$ cat config.mk
export PLATFORM = sky130hd
export DESIGN_NAME = pwr_regs
export DESIGN_NICKNAME = d
export VERILOG_FILES = /design/src/design/pwr_pkg.sv /design/src/design/pwr_regs.sv
export SDC_FILE = /design/constraint.sdc
export NUM_CORES = 1
export LEC_CHECK = 0
export ABC_AREA = 1
export BUFFER_PORTS_ARGS = -buffer_cell sky130_fd_sc_hd__buf_2
export CORE_MARGIN = 8
export CORE_UTILIZATION = 35
export CTS_CLUSTER_DIAMETER = 200
export DETAILED_ROUTE_END_ITERATION = 12
export HOLD_SLACK_MARGIN = 0.12
export PLACE_DENSITY = 0.64
export SLEW_MARGIN = 10
export SYNTH_ARGS = -nofsm -noshare
export SYNTH_HDL_FRONTEND = slang
export SYNTH_SLANG_ARGS = --single-unit
$ cat constraint.sdc
create_clock -name pclk -period 2.4 [get_ports pclk]
set_input_delay 0.24 -clock pclk [delete_from_list [all_inputs] [get_ports pclk]]
set_output_delay 0.24 -clock pclk [all_outputs]
set_load 0.05 [all_outputs]
$ cat src/design/pwr_pkg.sv
// Constants, field layouts and carriers of the PWM count and alias registers.
// Assumes an APB master on pclk and the waveform engine outside this bank.
package pwr_pkg;

	localparam int NUM_CH = 3;

	// ------------------------------------------------------------------
	// Per-channel byte register offsets (channel stride below)
	// ------------------------------------------------------------------
	localparam logic [11:0] OFS_PERIOD_LO = 12'h000;
	localparam logic [11:0] OFS_PERIOD_HI = 12'h004;
	localparam logic [11:0] OFS_DELAY_LO = 12'h008;
	localparam logic [11:0] OFS_DELAY_HI = 12'h00C;
	localparam logic [11:0] OFS_COUNT_LO = 12'h010;
	localparam logic [11:0] OFS_COUNT_HI = 12'h014;
	localparam logic [11:0] OFS_CTRL = 12'h018;
	localparam logic [11:0] OFS_RELOAD_CTRL = 12'h01C;
	localparam logic [11:0] CH_STRIDE = 12'h040;

	// ------------------------------------------------------------------
	// Shared register offsets
	// ------------------------------------------------------------------
	localparam logic [11:0] OFS_RUN_ALIAS = 12'h100;
	localparam logic [11:0] OFS_RELOAD_ALIAS = 12'h104;
	localparam logic [11:0] OFS_DRIVE_ALIAS = 12'h108;
	localparam logic [11:0] OFS_IRQ_MASK = 12'h10C;
	localparam logic [11:0] OFS_IRQ_PEND = 12'h110;

	// ------------------------------------------------------------------
	// Field positions
	// ------------------------------------------------------------------
	localparam int CTRL_ON_BIT = 7;
	localparam int CTRL_OUT_BIT = 5;
	localparam int LDCON_ARMED_BIT = 7;
	localparam int IRQ_LSB = 4;

	// ------------------------------------------------------------------
	// Reset values
	// ------------------------------------------------------------------
	localparam logic [2:0] ALIAS_RST = 3'h0;
	localparam logic [2:0] IRQ_RST = 3'h0;
	localparam logic [15:0] COUNT_POWERUP = 16'h0000;

	typedef struct packed {
		logic [15:0] period_count;
		logic [15:0] start_delay_count;
		logic [15:0] counter_value;
	} pwr_counts_t;

endpackage

$ cat src/design/pwr_regs.sv
// APB register bank for three PWM channels: count bytes and alias bits.
// Assumes an APB master on pclk; the waveform engine drives timer and
// reload/event inputs on the same clock.
`timescale 1ns/1ps
module pwr_regs #(
	parameter int NUM_CH = pwr_pkg::NUM_CH
) (
	// APB
	input wire logic pclk,
	input wire logic presetn,
	input wire logic psel,
	input wire logic penable,
	input wire logic pwrite,
	input wire logic [11:0] paddr,
	input wire logic [31:0] pwdata,
	input wire logic [3:0] pstrb,
	output logic [31:0] prdata,
	output logic pready,
	output logic pslverr,
	// Power-on / brown-out reset, active low
	input wire logic por_n,
	// Waveform engine
	input wire logic [NUM_CH-1:0] engine_count_inc,
	input wire logic [NUM_CH-1:0] engine_reload_done,
	input wire logic [NUM_CH-1:0] engine_match_evt,
	input wire logic [NUM_CH-1:0] engine_drive_level,
	output pwr_pkg::pwr_counts_t [NUM_CH-1:0] chan_counts,
	output logic [NUM_CH-1:0] module_on,
	output logic [NUM_CH-1:0] reload_armed,
	output logic [NUM_CH-1:0] drive_level,
	// Interrupt
	output logic irq
);

	// Alias registers have room for three channel bits only
	if (NUM_CH != 3) begin : g_bad_num_ch
		$error("pwr_regs: alias registers serve exactly 3 channels");
	end

	// ------------------------------------------------------------------
	// Bus decode
	// ------------------------------------------------------------------
	logic acc;
	logic wr;
	logic [7:0] wbyte;
	logic hit;
	pwr_pkg::pwr_counts_t [NUM_CH-1:0] cnt_ff;
	logic [NUM_CH-1:0] on_ff;
	logic [NUM_CH-1:0] armed_ff;
	logic [NUM_CH-1:0] out_ff;
	logic [NUM_CH-1:0] mask_ff;
	logic [NUM_CH-1:0] pend_ff;
	logic [31:0] nxt_rdata;

	assign acc = psel && penable;
	assign wr = acc && pwrite && pstrb[0];
	assign wbyte = pwdata[7:0];
	assign pready = 1'b1;
	assign pslverr = acc && !hit;

	function automatic logic is_ch(input logic [11:0] a,
		input logic [11:0] ofs, input int ch);
		return a == 12'(ofs + 12'(ch) * pwr_pkg::CH_STRIDE);
	endfunction

	// ------------------------------------------------------------------
	// Count bytes
	// ------------------------------------------------------------------
	// Counts reset only with power-on; a plain presetn leaves them alone.
	genvar g;
	generate
		for (g = 0; g < NUM_CH; g++) begin : gch
			always_ff @(posedge pclk or negedge por_n) begin
				if (!por_n) begin
					cnt_ff[g] <= {3{pwr_pkg::COUNT_POWERUP}};
				end else begin
					if (wr && is_ch(paddr, pwr_pkg::OFS_COUNT_HI, g))
						cnt_ff[g].counter_value[15:8] <= wbyte;
					else if (wr && is_ch(paddr, pwr_pkg::OFS_COUNT_LO, g))
						cnt_ff[g].counter_value[7:0] <= wbyte;
					else if (engine_count_inc[g])
						cnt_ff[g].counter_value <=
							cnt_ff[g].counter_value + 16'h0001;
					if (wr && is_ch(paddr, pwr_pkg::OFS_PERIOD_LO, g))
						cnt_ff[g].period_count[7:0] <= wbyte;
					if (wr && is_ch(paddr, pwr_pkg::OFS_PERIOD_HI, g))
						cnt_ff[g].period_count[15:8] <= wbyte;
					if (wr && is_ch(paddr, pwr_pkg::OFS_DELAY_HI, g))
						cnt_ff[g].start_delay_count[15:8] <= wbyte;
					if (wr && is_ch(paddr, pwr_pkg::OFS_DELAY_LO, g))
						cnt_ff[g].start_delay_count[7:0] <= wbyte;
				end
			end

			// Alias and own control bits share one flop each
			always_ff @(posedge pclk or negedge presetn) begin
				if (!presetn) begin
					on_ff[g] <= 1'b0;
					out_ff[g] <= 1'b0;
				end else begin
					if (wr && paddr == pwr_pkg::OFS_RUN_ALIAS)
						on_ff[g] <= wbyte[g];
					else if (wr && is_ch(paddr, pwr_pkg::OFS_CTRL, g))
						on_ff[g] <= wbyte[pwr_pkg::CTRL_ON_BIT];
					if (on_ff[g])
						out_ff[g] <= engine_drive_level[g];
					else if (wr && paddr == pwr_pkg::OFS_DRIVE_ALIAS)
						out_ff[g] <= wbyte[g];
				end
			end

			always_ff @(posedge pclk or negedge presetn) begin
				if (!presetn) begin
					armed_ff[g] <= 1'b0;
				end else begin
					if (engine_reload_done[g])
						armed_ff[g] <= 1'b0;
					else if (wr && paddr == pwr_pkg::OFS_RELOAD_ALIAS)
						armed_ff[g] <= wbyte[g];
					else if (wr && is_ch(paddr, pwr_pkg::OFS_RELOAD_CTRL, g))
						armed_ff[g] <= wbyte[pwr_pkg::LDCON_ARMED_BIT];
				end
			end
		end
	endgenerate

	// ------------------------------------------------------------------
	// Interrupt
	// ------------------------------------------------------------------
	always_ff @(posedge pclk or negedge presetn) begin
		if (!presetn) begin
			mask_ff <= pwr_pkg::IRQ_RST;
		end else if (wr && paddr == pwr_pkg::OFS_IRQ_MASK) begin
			mask_ff <= wbyte[pwr_pkg::IRQ_LSB +: NUM_CH];
		end
	end

	// Set wins over a write-one clear in the same cycle
	always_ff @(posedge pclk or negedge presetn) begin
		if (!presetn) begin
			pend_ff <= pwr_pkg::IRQ_RST;
		end else if (wr && paddr == pwr_pkg::OFS_IRQ_PEND) begin
			pend_ff <= (pend_ff & ~wbyte[pwr_pkg::IRQ_LSB +: NUM_CH]) |
				engine_match_evt;
		end else begin
			pend_ff <= pend_ff | engine_match_evt;
		end
	end

	always_ff @(posedge pclk or negedge presetn) begin
		if (!presetn)
			irq <= 1'b0;
		else
			irq <= |(nxt_pend_masked());
	end

	function automatic logic [NUM_CH-1:0] nxt_pend_masked();
		return (pend_ff | engine_match_evt) & mask_ff;
	endfunction

	// ------------------------------------------------------------------
	// Read mux
	// ------------------------------------------------------------------
	always_comb begin
		nxt_rdata = 32'h0000_0000;
		hit = 1'b0;
		if (paddr == pwr_pkg::OFS_RUN_ALIAS) begin
			hit = 1'b1;
			nxt_rdata[2:0] = on_ff;
		end else if (paddr == pwr_pkg::OFS_RELOAD_ALIAS) begin
			hit = 1'b1;
			nxt_rdata[2:0] = armed_ff;
		end else if (paddr == pwr_pkg::OFS_DRIVE_ALIAS) begin
			hit = 1'b1;
			nxt_rdata[2:0] = out_ff;
		end else if (paddr == pwr_pkg::OFS_IRQ_MASK) begin
			hit = 1'b1;
			nxt_rdata[pwr_pkg::IRQ_LSB +: NUM_CH] = mask_ff;
		end else if (paddr == pwr_pkg::OFS_IRQ_PEND) begin
			hit = 1'b1;
			nxt_rdata[pwr_pkg::IRQ_LSB +: NUM_CH] = pend_ff;
		end
		for (int c = 0; c < NUM_CH; c++) begin
			if (is_ch(paddr, pwr_pkg::OFS_PERIOD_LO, c)) begin
				hit = 1'b1;
				nxt_rdata[7:0] = cnt_ff[c].period_count[7:0];
			end
			if (is_ch(paddr, pwr_pkg::OFS_PERIOD_HI, c)) begin
				hit = 1'b1;
				nxt_rdata[7:0] = cnt_ff[c].period_count[15:8];
			end
			if (is_ch(paddr, pwr_pkg::OFS_DELAY_LO, c)) begin
				hit = 1'b1;
				nxt_rdata[7:0] = cnt_ff[c].start_delay_count[7:0];
			end
			if (is_ch(paddr, pwr_pkg::OFS_DELAY_HI, c)) begin
				hit = 1'b1;
				nxt_rdata[7:0] = cnt_ff[c].start_delay_count[15:8];
			end
			if (is_ch(paddr, pwr_pkg::OFS_COUNT_LO, c)) begin
				hit = 1'b1;
				nxt_rdata[7:0] = cnt_ff[c].counter_value[7:0];
			end
			if (is_ch(paddr, pwr_pkg::OFS_COUNT_HI, c)) begin
				hit = 1'b1;
				nxt_rdata[7:0] = cnt_ff[c].counter_value[15:8];
			end
			if (is_ch(paddr, pwr_pkg::OFS_CTRL, c)) begin
				hit = 1'b1;
				nxt_rdata[pwr_pkg::CTRL_ON_BIT] = on_ff[c];
				nxt_rdata[pwr_pkg::CTRL_OUT_BIT] = out_ff[c];
			end
			if (is_ch(paddr, pwr_pkg::OFS_RELOAD_CTRL, c)) begin
				hit = 1'b1;
				nxt_rdata[pwr_pkg::LDCON_ARMED_BIT] = armed_ff[c];
			end
		end
	end

	// Data output registered in the setup phase, valid in access phase
	always_ff @(posedge pclk or negedge presetn) begin
		if (!presetn)
			prdata <= 32'h0000_0000;
		else if (psel && !penable && !pwrite)
			prdata <= nxt_rdata;
	end

	assign chan_counts = cnt_ff;
	assign module_on = on_ff;
	assign reload_armed = armed_ff;
	assign drive_level = out_ff;
endmodule

==> run_results.csv <==
group,metric,value,unit
grt,grt_pass1_vias,9973,
run_status,run_status,"complete, no violations",
critical_path,crit_slowest_cell,"nor3_2",
critical_path,path_cells,"buf_2, nor2_1, buf_4, inv_1, nor3_2, inv_1, buf_4, nor2_1, buf_4, nor3_2, nand3_1, nor2_4, buf_6",
sta,period_minus_slack,2.27,ns
route,dr_total_vias,10100,
synthesis,synth_edf_count,0,
sta,fin_crit_sh,94.6,%
final_layout,fin_cells,1934,
die,initial_utilization,35.4,%
synthesis,synth_area_per_cell,7.47,sq um
synthesis,syn-cell-area,9460,sq um
clocking,cts_tree,"done",
placed_design,io_buffers,201,
route,dr.pass1.iters,5,
final_layout,drive_above_1_share,25.2,%
final_layout,nNetsFinal,1649,
grt,grt_first_pass_wirelength,59400,um
final_layout,fin_util,46.2,%
route,viasPerCell,5.22,
critical_path,startpoint_type,"input pin",
final_layout,final.fill_count,2718,
route,postRouteAntennaNets,0,
min_path,min_to,"reload_armed[1]",
sta,maxSlewHeadroom,39.4,%
die,top_level_ports,254,
die,die_y,180,um
min_path,holdCritPathClass,"in2reg",
min_path,hp-start,"engine_reload_done[1]",
grt,overflow,0,
placed_design,dp_hpwl,30200,um
synthesis,ys_types,48,
sta,drv_slew,0,
grt,grt_max_degree,60,
critical_path,reg2reg_from,"reload_armed[1]",
route,wl_per_cell,20.0,um
die,core-area,26700,sq um
clocking,insertion_delay,0.44,ns
critical_path,slowest_delay,0.23,ns
placed_design,place_area,11600,sq um
final_layout,diodes,0,
critical_path,ff2ff_path_depth,14,
die,rows,60,
die,die_width,180,um
final_layout,stdcell_area,12300,sq um
die,dieArea,32500,sq um
run,drv_cap,0,
synthesis,yosysWarnings,0,
final_layout,ff_latch_area,4210,sq um
critical_path,end_kind,"output pin",
final_layout,multiInputGateArea,4510,sq um
clocking,cts.sinks,168,
synthesis,async_reset_ff_share,100,%
clocking,clockBufferDepth,2,
sta,worstMarginPinSlew,0.907,ns
clocking,cts_made_buffers,17,
route,drtIter0Drc,1124,
grt,gr-usage-all-layers,23.4,%
critical_path,crit_fanout,7,
placed_design,pre_cts_slack,-0.240,ns
route,drc,0,
synthesis,syn_inst,1266,
sta,final_hold_viol_count,0,
final_layout,syn_to_final_growth,30.5,%
critical_path,critical_path.top_delay_family,"buffers and inverters",
placed_design,globalplace.congestion,0.989,
synthesis,synth-main-ff-cell,"dfrtp_1",
synthesis,synth-seq-cells,168,
clocking,h-tree-depth,4,
synthesis,seq_area_frac_synth,44.5,%
grt,antenna_found_initial,1,
route,wl,38700,um
sta,clock_skew,0.0119,ns
sta,setup_viol,0,
sta,setup_ws,0.129,ns
sta,timing.fmax,440,MHz
critical_path,critPathRequiredTime,2.16,ns
placed_design,dp.cells,1889,
clocking,clk_pin_slew_worst_paths,0.07,ns
critical_path,timing.rr.end,"prdata[1]",
critical_path,arrival,2.03,ns
critical_path,crit_type,"in2out",
sta,fin_tns_setup,0,ns
min_path,holdPathStages,3,
power,p_leak,6.12,nW
clocking,root_buffer,"clkbuf_16",
critical_path,crit_top_cell,"buf_4",
power,vdd_drop_max,0.380,mV
critical_path,r2r_slack,0.17,ns
power,power_per_cell_area,672,nW/um^2
critical_path,crit_buf_inv,7,
[cell type report]
cell class | instances | area share [%]
Multi-Input combinational cell | 913 | 36.6
Sequential cell | 168 | 34.1
Timing Repair Buffer | 331 | 16.6
Inverter | 149 | 4.53
Clock buffer | 22 | 3.76
Tap cell | 341 | 3.46
Clock inverter | 10 | 0.974
[cells in the final DEF (no fill, tap or decap), types with 6 or more instances in the layout]
master	instances
nand2_1	334
buf_2	199
dfrtp_1	166
o21ai_0	150
inv_1	137
buf_4	117
nor2_1	104
nand3_1	55
nor3_1	33
a21oi_1	32
nand4_1	29
xor2_1	25
conb_1	25
clkbuf_16	17
o221ai_1	16
o211ai_1	14
nor2_2	11
nor3_2	11
dlygate4sd3_1	11
inv_2	9
a22oi_1	6
a31oi_1	6
[synthesized netlist by cell type (all sizes together), types with 2 or more instances]
| master | instances | area (sq um) |
|---|---|---|
| xor2 | 25 | 219 |
| buf | 36 | 245 |
| o31ai | 2 | 15.0 |
| o221ai | 16 | 140 |
| a31oi | 6 | 37.5 |
| o21ai | 156 | 785 |
| ha | 3 | 37.5 |
| nand4 | 29 | 181 |
| nor2 | 120 | 514 |
| o211ai | 14 | 105 |
| a22oi | 6 | 45.0 |
| o22ai | 3 | 18.8 |
| nand3b | 5 | 37.5 |
| nor3b | 2 | 15.0 |
| inv | 146 | 548 |
| a211oi | 5 | 37.5 |
| conb | 2 | 7.51 |
| dfrtp | 168 | 4200 |
| and3 | 2 | 12.5 |
| clkbuf | 23 | 86.3 |
| xnor2 | 4 | 35.0 |
| nor3 | 44 | 230 |
| clkinv | 3 | 11.3 |
| nand3 | 56 | 293 |
| a21oi | 32 | 160 |
| o2111ai | 5 | 43.8 |
| or2 | 5 | 31.3 |
| nand2 | 339 | 1280 |
| a2bb2oi | 2 | 17.5 |
| nor4 | 2 | 12.5 |
[flip-flops by register name, summed over array words and instances, names as in the netlist]
register / flops
mask_ff: 3
pend_ff: 3
drive_level: 3
prdata: 8
irq: 1
reload_armed: 3
chan_counts: 144
module_on: 3
[repair_timing]
action                     in CTS  in global routing
buffers inserted                0                  2
setup endpoints to repair       1                 12
hold endpoints to repair       75                  0
gates resized for setup         1                 19
pin swaps                       0                  5
hold buffers                   11                  0
[report_power, final]
part / internal (mW) / switching [mW]
Sequential: 3.05 / 0.296
Clock: 1.60 / 1.20
Combinational: 0.512 / 1.64
Total: 5.16 / 3.14
[logic make-up after synthesis]
group | after synthesis | share of synthesized area, %
other | 2 | 0.0794
multiplexers | 1 | 0.119
AO/OA/AOI/OAI | 250 | 15.1
AND/OR/NAND/NOR | 605 | 27.7
flip-flops | 168 | 44.5
XOR/XNOR | 29 | 2.69
adder cells (fa/ha/maj) | 3 | 0.397
buffers and inverters | 208 | 9.42
[worst max path at each step]
| stage | start | end | slack, ns | cells after the start |
|---|---|---|---|---|
| 6_report | paddr[5] | pslverr | 0.13 | 13 |
| 5_1_grt | paddr[2] | pslverr | -0.0008 | 13 |
| 4_1_cts | paddr[4] | pslverr | 0.01 | 15 |
| 3_5_place_dp | paddr[4] | chan_counts[59] | -0.24 | 16 |
| 3_3_place_gp | paddr[5] | chan_counts[62] | -0.20 | 15 |
| 2_1_floorplan | chan_counts[1] | chan_counts[15] | 0.02 | 11 |
[stage by stage]
| step | total power, mW | hold WS (ns) |
|---|---|---|
| after floorplan | 4.77 | -0.0556 |
| after global placement | 5.47 | 0.205 |
| after detailed placement | 5.51 | 0.209 |
| after CTS | 8.29 | 0.123 |
| after global routing | 8.62 | 0.134 |
| final | 8.29 | 0.143 |
[metal layers]
metal  part of all wire (%)  routed length (um)  global-route usage [%]  vias up
li1                       -                   -                       -     4765
met1                     44               17100                    31.4     4761
met2                     44               16900                    35.6      501
met3                    9.1                3530                    6.57       70
met4                    3.1                1200                    8.43        2
met5                  0.026                  10                       0        -
[worst register-to-register path, delay by kind of cell, from the launching register on]
kind	cells	cell delay (ns)
DFF	1	0.41
and+or+nand+nor	11	1.37
buffers and inverters	1	0.11
AOI/OAI and AO/OA	2	0.25
No activity file was read; power rests on OpenSTA's default activity.
